[src/hdl/mbx_pkg.sv]
package mbx_pkg;

  // function codes and exception marking
  localparam logic [7:0] FC_READ      = 8'h03;    // read holding registers
  localparam logic [7:0] FC_WRITE     = 8'h06;    // write single register
  localparam logic [7:0] FC_EXC_BIT   = 8'h80;    // top bit marks an exception reply

  // exception codes
  localparam logic [7:0] EXC_BAD_CMD  = 8'h01;    // invalid command
  localparam logic [7:0] EXC_BAD_ADDR = 8'h02;    // invalid data address
  localparam logic [7:0] EXC_BAD_DATA = 8'h03;    // invalid data field
  localparam logic [7:0] EXC_OP_FAIL  = 8'h04;    // value out of range or conflicting
  localparam logic [7:0] EXC_PWD      = 8'h05;    // password mismatch
  localparam logic [7:0] EXC_FRAME    = 8'h06;    // length or crc error
  localparam logic [7:0] EXC_RO       = 8'h07;    // write to read-only item
  localparam logic [7:0] EXC_RUNLOCK  = 8'h08;    // locked while running
  localparam logic [7:0] EXC_LOCKED   = 8'h09;    // system locked by password

  // register addresses
  localparam logic [15:0] ADDR_RUN_SRC   = 16'h0001; // run command source select
  localparam logic [15:0] ADDR_COMM_CH   = 16'h0002; // comm run channel select
  localparam logic [15:0] ADDR_PWD_SET   = 16'h0700; // user password setting
  localparam logic [15:0] ADDR_PID_SRC   = 16'h0900; // pid reference source select
  localparam logic [15:0] ADDR_WAKE_DLY  = 16'h0114; // wake from sleep delay, scale 10
  localparam logic [15:0] ADDR_CTRL_CMD  = 16'h2000; // communication control command
  localparam logic [15:0] ADDR_PID_SET   = 16'h2002; // pid setpoint via comms
  localparam logic [15:0] ADDR_PWD_CHECK = 16'h2010; // password verification, write only
  localparam logic [15:0] ADDR_EXT_LEN   = 16'h3013; // external_length_value
  localparam logic [15:0] ADDR_EXT_CNT   = 16'h3014; // external_count_value
  localparam logic [15:0] ADDR_TRQ_RB    = 16'h3015; // torque_setpoint_readback
  localparam logic [15:0] ADDR_IDENT     = 16'h3016; // product_ident_word
  localparam logic [15:0] ADDR_FAULT     = 16'h5000; // active_fault_number

  // source selections
  localparam logic [15:0] RUN_SRC_COMM   = 16'h0002; // run source is communication
  localparam logic [15:0] RUN_SRC_MAX    = 16'h0002; // highest legal run source
  localparam logic [15:0] COMM_CH_MODBUS = 16'h0000; // comm channel is modbus
  localparam logic [15:0] COMM_CH_MAX    = 16'h0003; // highest legal channel
  localparam logic [15:0] PID_SRC_MODBUS = 16'h0006; // pid reference from modbus
  localparam logic [15:0] PID_SRC_MAX    = 16'h0007; // highest legal pid source
  localparam logic [15:0] CMD_MIN        = 16'h0001; // lowest control command
  localparam logic [15:0] CMD_MAX        = 16'h0008; // highest control command
  localparam logic [15:0] PID_SET_MAX    = 16'h03e8; // pid setpoint limit, 100.0 %

  // scaled parameter: wake delay stored in seconds, bus carries tenths
  localparam logic [15:0] WAKE_SCALE     = 16'h000a; // ten to the power one
  localparam logic [15:0] WAKE_MAX_BUS   = 16'h8ca0; // 3600.0 s on the bus

  // reset values
  localparam logic [15:0] RUN_SRC_RST    = 16'h0000; // keypad
  localparam logic [15:0] ZERO16         = 16'h0000; // cleared word

  // identification, values arbitrary
  localparam logic [7:0]  IDENT_FAMILY   = 8'h5a;  // arbitrary family code
  localparam logic [7:0]  IDENT_MODEL    = 8'h3c;  // arbitrary model code

  // frame checking
  localparam logic [15:0] CRC_INIT       = 16'hffff; // crc-16 seed
  localparam logic [15:0] CRC_POLY       = 16'ha001; // reflected polynomial
  localparam logic [2:0]  REQ_LEN        = 3'h6;     // bytes before crc
  localparam logic [3:0]  FRAME_LEN      = 4'h8;     // whole request length
  localparam logic [2:0]  EXC_LEN        = 3'h3;     // exception reply before crc
  localparam logic [15:0] READ_QTY_ONE   = 16'h0001; // one word per read

  // request as received
  typedef struct packed {
    logic [7:0]  slave;   // station address
    logic [7:0]  func;    // function code
    logic [15:0] addr;    // register address
    logic [15:0] data;    // quantity or write data
  } mbx_req_t;

  // answer handed back to the framer
  typedef struct packed {
    logic [7:0]  func;    // echoed or marked function code
    logic [15:0] word_a;  // address echo, or byte count in low byte
    logic [15:0] word_b;  // data echo or read data
    logic [7:0]  exc;     // exception code
    logic        is_exc;  // exception reply
  } mbx_rsp_t;

endpackage : mbx_pkg

[src/hdl/mbx_slave.sv]
`timescale 1ns/1ps
// Function
// (RULE_01) rejected reply sets top function bit
// (RULE_02) accepted reply echoes function and address; an accepted read returns byte count 0002 in place of the address
// (RULE_03) exception reply carries one error byte
// (RULE_04) unknown function or fault gives code 01
// (RULE_05) bad address or count gives code 02
// (RULE_06) malformed request field gives code 03
// (RULE_07) out of range write gives code 04
// (RULE_08) wrong password check gives code 05
// (RULE_09) bad length or crc gives code 06
// (RULE_10) write to read-only gives code 07
// (RULE_11) run-locked write while running gives 08
// (RULE_12) locked by password gives code 09
// (RULE_13) enforce read-only and write-only per address
// (RULE_14) master sends control commands with write
// (RULE_15) run and pid act only on modbus source
// (RULE_16) decimals carried times ten to n
// (RULE_17) scaled write divides, read multiplies
// (RULE_18) ident word: family high, model low
// (RULE_19) external length and count read-only
// (RULE_20) rtu frames checked by crc-16
module mbx_slave (
  input  wire logic              sys_clk,
  input  wire logic              sys_rst,
  input  wire logic [7:0]        rx_byte,
  input  wire logic              rx_valid,
  input  wire logic              rx_frame_end,
  input  wire logic              drive_running,
  input  wire logic              drive_faulted,
  input  wire logic [15:0]       ext_length_in,
  input  wire logic [15:0]       ext_count_in,
  input  wire logic [15:0]       torque_set_in,
  input  wire logic [15:0]       fault_number_in,
  output logic                   rsp_valid,
  output mbx_pkg::mbx_rsp_t      rsp,
  output logic                   run_cmd_valid,
  output logic [15:0]            run_cmd,
  output logic [15:0]            pid_setpoint,
  output logic [15:0]            wake_delay_s
);

  ////////////////////////////////////////////////////////////////////////////
  // helpers

  // one byte step of the reflected crc-16
  function automatic logic [15:0] crc_step(input logic [15:0] c, input logic [7:0] b);
    logic [15:0] r;
    r = c ^ {8'h00, b};
    for (int i = 0; i < 8; i++) begin
      r = r[0] ? ((r >> 1) ^ mbx_pkg::CRC_POLY) : (r >> 1);
    end
    return r;
  endfunction : crc_step

  // times the fieldbus scale, kept to 16 bits
  // same constant as the write divide, so a read returns the written value truncated to whole seconds
  function automatic logic [15:0] times_scale(input logic [15:0] v);
    return 16'(v * mbx_pkg::WAKE_SCALE);
  endfunction : times_scale

  ////////////////////////////////////////////////////////////////////////////
  // state

  typedef enum {MBX_IDLE, MBX_CHECK, MBX_WAIT} mbx_state_t;

  mbx_state_t                state_q;        // sequencer
  logic [7:0]                buf_q [8];      // received bytes by index
  logic [3:0]                cnt_q;          // bytes received
  logic [15:0]               crc_q;          // running crc
  logic [15:0]               crc_rx_q;       // crc over first six bytes
  logic [15:0]               run_src_q;      // run_command_source_select
  logic [15:0]               comm_ch_q;      // comm_run_channel_select
  logic [15:0]               pid_src_q;      // pid_reference_source_select
  logic [15:0]               pwd_q;          // user_password_setting
  logic                      unlocked_q;     // master proved password
  logic [15:0]               wake_q;         // wake_from_sleep_delay in whole seconds
  logic                      rsp_valid_q;    // answer strobe
  mbx_pkg::mbx_rsp_t         rsp_q;          // answer held
  logic                      run_valid_q;    // control command strobe
  logic [15:0]               run_cmd_q;      // control command value
  logic [15:0]               pid_set_q;      // pid setpoint

  mbx_pkg::mbx_req_t         req;            // assembled request
  logic [15:0]               crc_got;        // crc sent by master, low byte first
  logic [7:0]                exc_d;          // exception code, zero when accepted
  logic [15:0]               rd_data_d;      // read result

  assign req     = {buf_q[0], buf_q[1], buf_q[2], buf_q[3], buf_q[4], buf_q[5]};
  assign crc_got = {buf_q[7], buf_q[6]};

  ////////////////////////////////////////////////////////////////////////////
  // byte capture and crc

  // collect bytes of one frame, crc the first six
  always_ff @(posedge sys_clk) begin
    if (sys_rst) begin
      cnt_q    <= 4'h0;
      crc_q    <= mbx_pkg::CRC_INIT;
      crc_rx_q <= mbx_pkg::CRC_INIT;
      for (int i = 0; i < 8; i++) begin
        buf_q[i] <= 8'h00;
      end
    end else if (state_q == MBX_CHECK) begin
      cnt_q <= 4'h0;
      crc_q <= mbx_pkg::CRC_INIT;
    end else if (rx_valid && state_q == MBX_IDLE) begin
      if (cnt_q < mbx_pkg::FRAME_LEN) begin
        buf_q[cnt_q[2:0]] <= rx_byte;
      end
      if (cnt_q != 4'hf) begin
        cnt_q <= cnt_q + 4'h1;       // saturates, overlong frame still counted
      end
      crc_q <= crc_step(crc_q, rx_byte);
      // freeze the crc after six bytes, the check bytes must not enter it
      if (cnt_q == 4'(mbx_pkg::REQ_LEN) - 4'h1) begin
        crc_rx_q <= crc_step(crc_q, rx_byte);   // see (RULE_20)
      end
    end
  end

  ////////////////////////////////////////////////////////////////////////////
  // request checking

  // read data per address
  always_comb begin
    rd_data_d = mbx_pkg::ZERO16;
    case (req.addr)
      mbx_pkg::ADDR_RUN_SRC:   rd_data_d = run_src_q;
      mbx_pkg::ADDR_COMM_CH:   rd_data_d = comm_ch_q;
      mbx_pkg::ADDR_PID_SRC:   rd_data_d = pid_src_q;
      mbx_pkg::ADDR_PWD_SET:   rd_data_d = mbx_pkg::ZERO16;  // password never shown
      mbx_pkg::ADDR_WAKE_DLY:  rd_data_d = times_scale(wake_q);   // see (RULE_17)
      mbx_pkg::ADDR_CTRL_CMD:  rd_data_d = run_cmd_q;
      mbx_pkg::ADDR_PID_SET:   rd_data_d = pid_set_q;
      mbx_pkg::ADDR_EXT_LEN:   rd_data_d = ext_length_in;    // see (RULE_19)
      mbx_pkg::ADDR_EXT_CNT:   rd_data_d = ext_count_in;     // see (RULE_19)
      mbx_pkg::ADDR_TRQ_RB:    rd_data_d = torque_set_in;
      mbx_pkg::ADDR_IDENT:     rd_data_d = {mbx_pkg::IDENT_FAMILY, mbx_pkg::IDENT_MODEL}; // see (RULE_18)
      mbx_pkg::ADDR_FAULT:     rd_data_d = fault_number_in;
      default:                 rd_data_d = mbx_pkg::ZERO16;
    endcase
  end

  // classify the request, first failing check wins
  always_comb begin
    logic known;
    logic ro;
    logic wo;
    logic runlock;
    known   = 1'b0;
    ro      = 1'b0;
    wo      = 1'b0;
    runlock = 1'b0;
    exc_d   = 8'h00;
    case (req.addr)
      mbx_pkg::ADDR_RUN_SRC, mbx_pkg::ADDR_COMM_CH,
      mbx_pkg::ADDR_PID_SRC, mbx_pkg::ADDR_PWD_SET: begin
        known   = 1'b1;
        runlock = 1'b1;              // source and password held while running
      end
      mbx_pkg::ADDR_WAKE_DLY, mbx_pkg::ADDR_CTRL_CMD,
      mbx_pkg::ADDR_PID_SET: begin
        known = 1'b1;
      end
      mbx_pkg::ADDR_PWD_CHECK: begin
        known = 1'b1;
        wo    = 1'b1;
      end
      mbx_pkg::ADDR_EXT_LEN, mbx_pkg::ADDR_EXT_CNT, mbx_pkg::ADDR_TRQ_RB,
      mbx_pkg::ADDR_IDENT, mbx_pkg::ADDR_FAULT: begin
        known = 1'b1;
        ro    = 1'b1;
      end
      default: begin
        known = 1'b0;
      end
    endcase
    if (cnt_q != mbx_pkg::FRAME_LEN || crc_got != crc_rx_q) begin
      exc_d = mbx_pkg::EXC_FRAME;                                  // see (RULE_09) (RULE_20)
    end else if ((req.func != mbx_pkg::FC_READ && req.func != mbx_pkg::FC_WRITE)
                 || drive_faulted) begin
      exc_d = mbx_pkg::EXC_BAD_CMD;                                // see (RULE_04)
    end else if (req.func == mbx_pkg::FC_READ && req.data != mbx_pkg::READ_QTY_ONE) begin
      exc_d = mbx_pkg::EXC_BAD_ADDR;                               // see (RULE_05)
    end else if (!known) begin
      exc_d = mbx_pkg::EXC_BAD_ADDR;                               // see (RULE_05)
    end else if (pwd_q != mbx_pkg::ZERO16 && !unlocked_q
                 && req.addr != mbx_pkg::ADDR_PWD_CHECK) begin
      exc_d = mbx_pkg::EXC_LOCKED;                                 // see (RULE_12)
    end else if (req.func == mbx_pkg::FC_READ && wo) begin
      exc_d = mbx_pkg::EXC_BAD_ADDR;                               // see (RULE_13)
    end else if (req.func == mbx_pkg::FC_WRITE && ro) begin
      exc_d = mbx_pkg::EXC_RO;                                     // see (RULE_10) (RULE_13)
    end else if (req.func == mbx_pkg::FC_WRITE && runlock && drive_running) begin
      exc_d = mbx_pkg::EXC_RUNLOCK;                                // see (RULE_11)
    end else if (req.func == mbx_pkg::FC_WRITE) begin
      case (req.addr)
        mbx_pkg::ADDR_PWD_CHECK:
          if (req.data != pwd_q) exc_d = mbx_pkg::EXC_PWD;        // see (RULE_08)
        mbx_pkg::ADDR_RUN_SRC:
          if (req.data > mbx_pkg::RUN_SRC_MAX) exc_d = mbx_pkg::EXC_OP_FAIL; // see (RULE_07)
        mbx_pkg::ADDR_COMM_CH:
          if (req.data > mbx_pkg::COMM_CH_MAX) exc_d = mbx_pkg::EXC_OP_FAIL; // see (RULE_07)
        mbx_pkg::ADDR_PID_SRC:
          if (req.data > mbx_pkg::PID_SRC_MAX) exc_d = mbx_pkg::EXC_OP_FAIL; // see (RULE_07)
        mbx_pkg::ADDR_WAKE_DLY:
          if (req.data > mbx_pkg::WAKE_MAX_BUS) exc_d = mbx_pkg::EXC_OP_FAIL; // see (RULE_07)
        mbx_pkg::ADDR_PID_SET:
          if (req.data > mbx_pkg::PID_SET_MAX) exc_d = mbx_pkg::EXC_OP_FAIL; // see (RULE_07)
        mbx_pkg::ADDR_CTRL_CMD:
          if (req.data < mbx_pkg::CMD_MIN || req.data > mbx_pkg::CMD_MAX) begin
            exc_d = mbx_pkg::EXC_BAD_DATA;                         // see (RULE_06)
          end
        default: exc_d = 8'h00;
      endcase
    end
  end

  ////////////////////////////////////////////////////////////////////////////
  // sequencer

  // idle until frame end, check one cycle, wait for frame end to drop
  always_ff @(posedge sys_clk) begin
    if (sys_rst) begin
      state_q <= MBX_IDLE;
    end else begin
      case (state_q)
        MBX_IDLE:  if (rx_frame_end) state_q <= MBX_CHECK;
        MBX_CHECK: state_q <= MBX_WAIT;
        MBX_WAIT:  if (!rx_frame_end) state_q <= MBX_IDLE;
        default:   state_q <= MBX_IDLE;
      endcase
    end
  end

  ////////////////////////////////////////////////////////////////////////////
  // response build

  // one-cycle answer strobe with held answer
  always_ff @(posedge sys_clk) begin
    if (sys_rst) begin
      rsp_valid_q <= 1'b0;
      rsp_q       <= '0;
    end else begin
      rsp_valid_q <= (state_q == MBX_CHECK);
      if (state_q == MBX_CHECK) begin
        if (exc_d != 8'h00) begin
          rsp_q.func   <= req.func | mbx_pkg::FC_EXC_BIT;         // see (RULE_01)
          rsp_q.word_a <= mbx_pkg::ZERO16;
          rsp_q.word_b <= mbx_pkg::ZERO16;
          rsp_q.exc    <= exc_d;                                  // see (RULE_03)
          rsp_q.is_exc <= 1'b1;
        end else begin
          rsp_q.func   <= req.func;                               // see (RULE_02)
          rsp_q.word_a <= (req.func == mbx_pkg::FC_READ) ? 16'h0002 : req.addr; // see (RULE_02)
          rsp_q.word_b <= (req.func == mbx_pkg::FC_READ) ? rd_data_d : req.data;
          rsp_q.exc    <= 8'h00;
          rsp_q.is_exc <= 1'b0;
        end
      end
    end
  end

  ////////////////////////////////////////////////////////////////////////////
  // parameter store

  logic wr_ok;   // accepted write this cycle
  assign wr_ok = (state_q == MBX_CHECK) && exc_d == 8'h00 && req.func == mbx_pkg::FC_WRITE;

  // settings and password
  always_ff @(posedge sys_clk) begin
    if (sys_rst) begin
      run_src_q  <= mbx_pkg::RUN_SRC_RST;
      comm_ch_q  <= mbx_pkg::COMM_CH_MODBUS;
      pid_src_q  <= mbx_pkg::ZERO16;
      pwd_q      <= mbx_pkg::ZERO16;
      unlocked_q <= 1'b0;
      wake_q     <= mbx_pkg::ZERO16;
    end else if (wr_ok) begin
      case (req.addr)
        mbx_pkg::ADDR_RUN_SRC:   run_src_q  <= req.data;
        mbx_pkg::ADDR_COMM_CH:   comm_ch_q  <= req.data;
        mbx_pkg::ADDR_PID_SRC:   pid_src_q  <= req.data;
        mbx_pkg::ADDR_PWD_SET:   pwd_q      <= req.data;
        mbx_pkg::ADDR_PWD_CHECK: unlocked_q <= 1'b1;
        mbx_pkg::ADDR_WAKE_DLY:  wake_q     <= req.data / mbx_pkg::WAKE_SCALE; // see (RULE_16) (RULE_17)
        default:                 wake_q     <= wake_q;
      endcase
    end
  end

  // control command and pid setpoint, gated by the selected source
  always_ff @(posedge sys_clk) begin
    if (sys_rst) begin
      run_valid_q <= 1'b0;
      run_cmd_q   <= mbx_pkg::ZERO16;
      pid_set_q   <= mbx_pkg::ZERO16;
    end else begin
      run_valid_q <= 1'b0;
      if (wr_ok && req.addr == mbx_pkg::ADDR_CTRL_CMD && run_src_q == mbx_pkg::RUN_SRC_COMM
          && comm_ch_q == mbx_pkg::COMM_CH_MODBUS) begin
        run_valid_q <= 1'b1;                                      // see (RULE_14) (RULE_15)
        run_cmd_q   <= req.data;
      end
      if (wr_ok && req.addr == mbx_pkg::ADDR_PID_SET
          && pid_src_q == mbx_pkg::PID_SRC_MODBUS) begin
        pid_set_q <= req.data;                                    // see (RULE_15)
      end
    end
  end

  assign rsp_valid     = rsp_valid_q;
  assign rsp           = rsp_q;
  assign run_cmd_valid = run_valid_q;
  assign run_cmd       = run_cmd_q;
  assign pid_setpoint  = pid_set_q;
  assign wake_delay_s  = wake_q;

endmodule : mbx_slave

[config.mk]
export PLATFORM = sky130hd
export DESIGN_NAME = mbx_slave
export DESIGN_NICKNAME = d
export VERILOG_FILES = /design/src/hdl/mbx_pkg.sv /design/src/hdl/mbx_slave.sv
export SDC_FILE = /design/constraint.sdc
export NUM_CORES = 1
export LEC_CHECK = 0
export BUFFER_PORTS_ARGS = -buffer_cell sky130_fd_sc_hd__buf_2
export CORE_ASPECT_RATIO = 0.8
export CORE_MARGIN = 5
export CORE_UTILIZATION = 54
export CTS_CLUSTER_DIAMETER = 60
export DETAILED_ROUTE_END_ITERATION = 8
export PLACE_DENSITY = 0.75
export SYNTH_ARGS = -nofsm -noshare
export SYNTH_HDL_FRONTEND = slang
export SYNTH_SLANG_ARGS = --single-unit
[constraint.sdc]
create_clock -name sys_clk -period 11.37 [get_ports sys_clk]
set_input_delay 1.7055 -clock sys_clk [delete_from_list [all_inputs] [get_ports sys_clk]]
set_output_delay 1.7055 -clock sys_clk [all_outputs]
set_load 0.05 [all_outputs]
==> impl_metrics.py <==
metrics = {
    "outcome": {
        "status": "complete, no violations",
    },
    "clocking": {
        "clockRootBuffer": "clkbuf_16",
        "tritoncts": "built",
        "cts_buffers": 27,
        "hold_buffers": 0,
        "cts_sinks": 251,
        "clock_latency_ps": 540,
        "ctsResizeCount": 0,
        "cts_max_path_buffers": 3,
        "clkSlewWorstSetupHoldPaths_ps": 60,
        "htree_levels": 1,
        "post_cts_buffers": 0,
    },
    "cells_and_area": {
        "syn2layout_area_growth_pct": 14.3,
        "antenna_cells": 0,
        "drive_above_1_share_pct": 18.1,
        "stdcell_area_um2": 15200,
        "nNetsFinal": 1688,
    },
    "floorplanning": {
        "die_h_um": 150,
        "row_count": 51,
        "num_io_pins": 177,
        "dieWidth_um": 185,
        "core_um2": 24200,
        "start_util_pct": 54.7,
        "die_area_um2": 27800,
    },
    "min_path": {
        "hp-class": "register to register",
    },
    "logic_synthesis": {
        "synthTopCellsByArea": "dfxtp_1 (29%), edfxtp_1 (13%), and2_1 (6.0%), nand2_1 (4.2%), a21oi_1 (3.4%)",
        "synth_area_um2": 13300,
        "synth_top_area_share_pct": 29.4,
        "synth_commonest_cells": "dfxtp_1 (195), nand2_1 (150), and2_1 (127), nor2_1 (107), a21oi_1 (91)",
        "yosys_register_bits": 251,
        "async_flop_share_pct": 0,
        "synth_edf_count": 56,
        "synth_most_common_cell": "dfxtp_1",
        "synth.distinct_cells": 104,
        "syn_inst": 1470,
        "ys.flop_type": "dfxtp_1",
        "synth-seq-area-share_pct": 42.1,
        "ys_warn_count": 0,
        "yosys.area.top_type": "dfxtp_1",
        "avgSynthCellArea_um2": 9.03,
    },
    "placement": {
        "port_buffers": 169,
        "place.detailed.hpwl_mm": 30.1,
        "globalplace.congestion": 0.953,
        "placed_area_um2": 14200,
    },
    "sta": {
        "period_needed_ps": 5170,
        "slew_violations": 0,
        "tns_ps": 0,
        "fmax_ghz": 0.194,
        "hold_viol_final": 0,
        "slew-limit-headroom_pct": 13.2,
        "skew_ps": 12.7,
        "rsz0062_at_grt": "false",
        "finalSetupViolCount": 0,
        "tightest_slew_ps": 1300,
        "final.period_utilization_pct": 45.4,
    },
    "power_and_ir_drop": {
        "p_leak_nw": 5.99,
        "ir_worst_vdd_v": 0.000125,
        "power_density_nw_per_um2": 140,
    },
    "setup_path": {
        "crit_family": "compound AO/OA/AOI/OAI gates",
        "cp-end-kind": "register",
        "path_max_fanout": 19,
        "r2r_start": "buf_q[4][6]",
        "crit_type": "register to register",
        "worstPathCellList": "nor2b_4, xnor2_1, o211ai_1, nor3_1, a211oi_2, nand3_4, nor3_4, a21oi_1, mux4_2, nand2_2, mux2_2, a31oi_1, o2111a_1, a21oi_1",
        "path_buf_inv": 0,
        "rrSetupSlack_ps": 6200,
        "cpMostUsedCell": "a21oi_1",
        "worstSetupPathDepth": 14,
        "cp-start-kind": "register",
        "critPathRequiredTime_ps": 11790,
        "arrival_ps": 5590,
        "r2r_cells": 14,
        "crit_start": "buf_q[4][6]",
        "rr_endpoint": "wake_delay_s[0]",
        "cp_slowest_cell": "o211ai_1",
        "cpPeakStageDelay_ps": 990,
        "endpoint": "wake_delay_s[0]",
    },
    "job": {
        "cap_viol_max_count": 0,
    },
    "detailed_routing": {
        "viasPerCell": 6.39,
        "drc": 0,
        "avgRoutedWirePerCell_um": 21.7,
        "ant_nets": 0,
        "vias": 12272,
        "finalWirelength_mm": 41.7,
        "dr.pass1.iters": 8,
        "initialDrtViolationCount": 1544,
    },
    "grt": {
        "grt_pass1_wl_mm": 64.0,
        "antenna_found_initial": 0,
        "grt_max_degree": 57,
        "grt.total_usage_pct": 28.8,
        "grt_pass1_vias": 11461,
        "overflow": 0,
    },
}
## logic make-up after synthesis
family	after synthesis	share of synthesized area, %
XOR/XNOR	72	4.75
adder cells (fa/ha/maj)	27	2.59
buffers and inverters	135	4.47
other	1	0.0283
multiplexers	35	2.81
flip-flops	251	42.1
AND/OR/NAND/NOR	586	23.2
AO/OA/AOI/OAI	363	20.1
## layout make-up
cell class / instances / area [um2]
well taps: 318 / 398
repair buffers: 186 / 976
fillers: 2036 / 9080
multi-input cells: 1090 / 7150
inverters: 28 / 105
flip-flops and latches: 251 / 5590
clock inverters: 14 / 204
clock buffers: 35 / 746
## worst min-delay path by stage
stage	start	to	slack, ps	depth (start not counted)
CTS	rsp[15]	rsp[15]	450	2
global route	rsp[32]	rsp[32]	480	1
detailed placement	rsp[15]	rsp[15]	440	2
finish	rsp[15]	rsp[15]	460	2
floorplan	unlocked_q	unlocked_q	430	2
global placement	rsp[20]	rsp[20]	440	2
## report_power, final
group	internal [mW]	switching (mW)
clock network	0.558	0.373
registers	0.928	0.0225
logic	0.0822	0.156
## through the flow
stage | hold WS, ps | power (mW) | instances | setup slack (ps) | utilization [%]
floorplan | 426 | 1.14 | 1476 | 7590 | -
global placement | 435 | 1.20 | 1873 | 6470 | 58.6
detailed placement | 438 | 1.20 | 1873 | 6350 | 58.6
CTS | 451 | 2.12 | 1922 | 6290 | 62.5
global route | 483 | 2.18 | 1922 | 5840 | 62.5
finish | 456 | 2.12 | 1922 | 6200 | 62.5
## metal layers
layer	track usage (%)	share of wire [%]	vias to the layer above	wire (um)
li1	-	-	5593	-
met1	40.3	42	5812	17300
met2	44.3	43	734	17800
met3	5.99	12	133	4830
met4	10.2	4.2	0	1770
met5	0	0	-	0
## layout by cell type, fill, tap and decap left out, types with 20 or more instances in the layout
master     count
o21ai_0       46
ha_1          25
a21oi_1       91
clkbuf_16     27
and2_1       127
nand2_1      150
nor3_1        31
inv_1         26
dfxtp_1      195
nand4_1       21
mux2i_1       26
buf_2        168
a221oi_1      21
xnor2_1       52
nand3_1       34
edfxtp_1      56
nor2_1       106
xor2_1        20
nor4_1        27
a22oi_1       34
## tightest hold or removal path: cells and delay by family, from the launching register on
family / cells / cell delay [ps]
and+or+nand+nor: 1 / 40
AOI/OAI and AO/OA: 1 / 60
DFF: 1 / 320
## sequential cells by signal (all words and copies together), names as in the netlist, 2 cells and up
| signal | flops |
|---|---|
| buf_q | 56 |
| comm_ch_q | 16 |
| cnt_q | 4 |
| pwd_q | 16 |
| run_cmd | 16 |
| pid_setpoint | 16 |
| crc_q | 16 |
| state_q | 2 |
| wake_delay_s | 13 |
| rsp | 45 |
| crc_rx_q | 16 |
| run_src_q | 16 |
| pid_src_q | 16 |
Power figures use the tool's default switching activity.
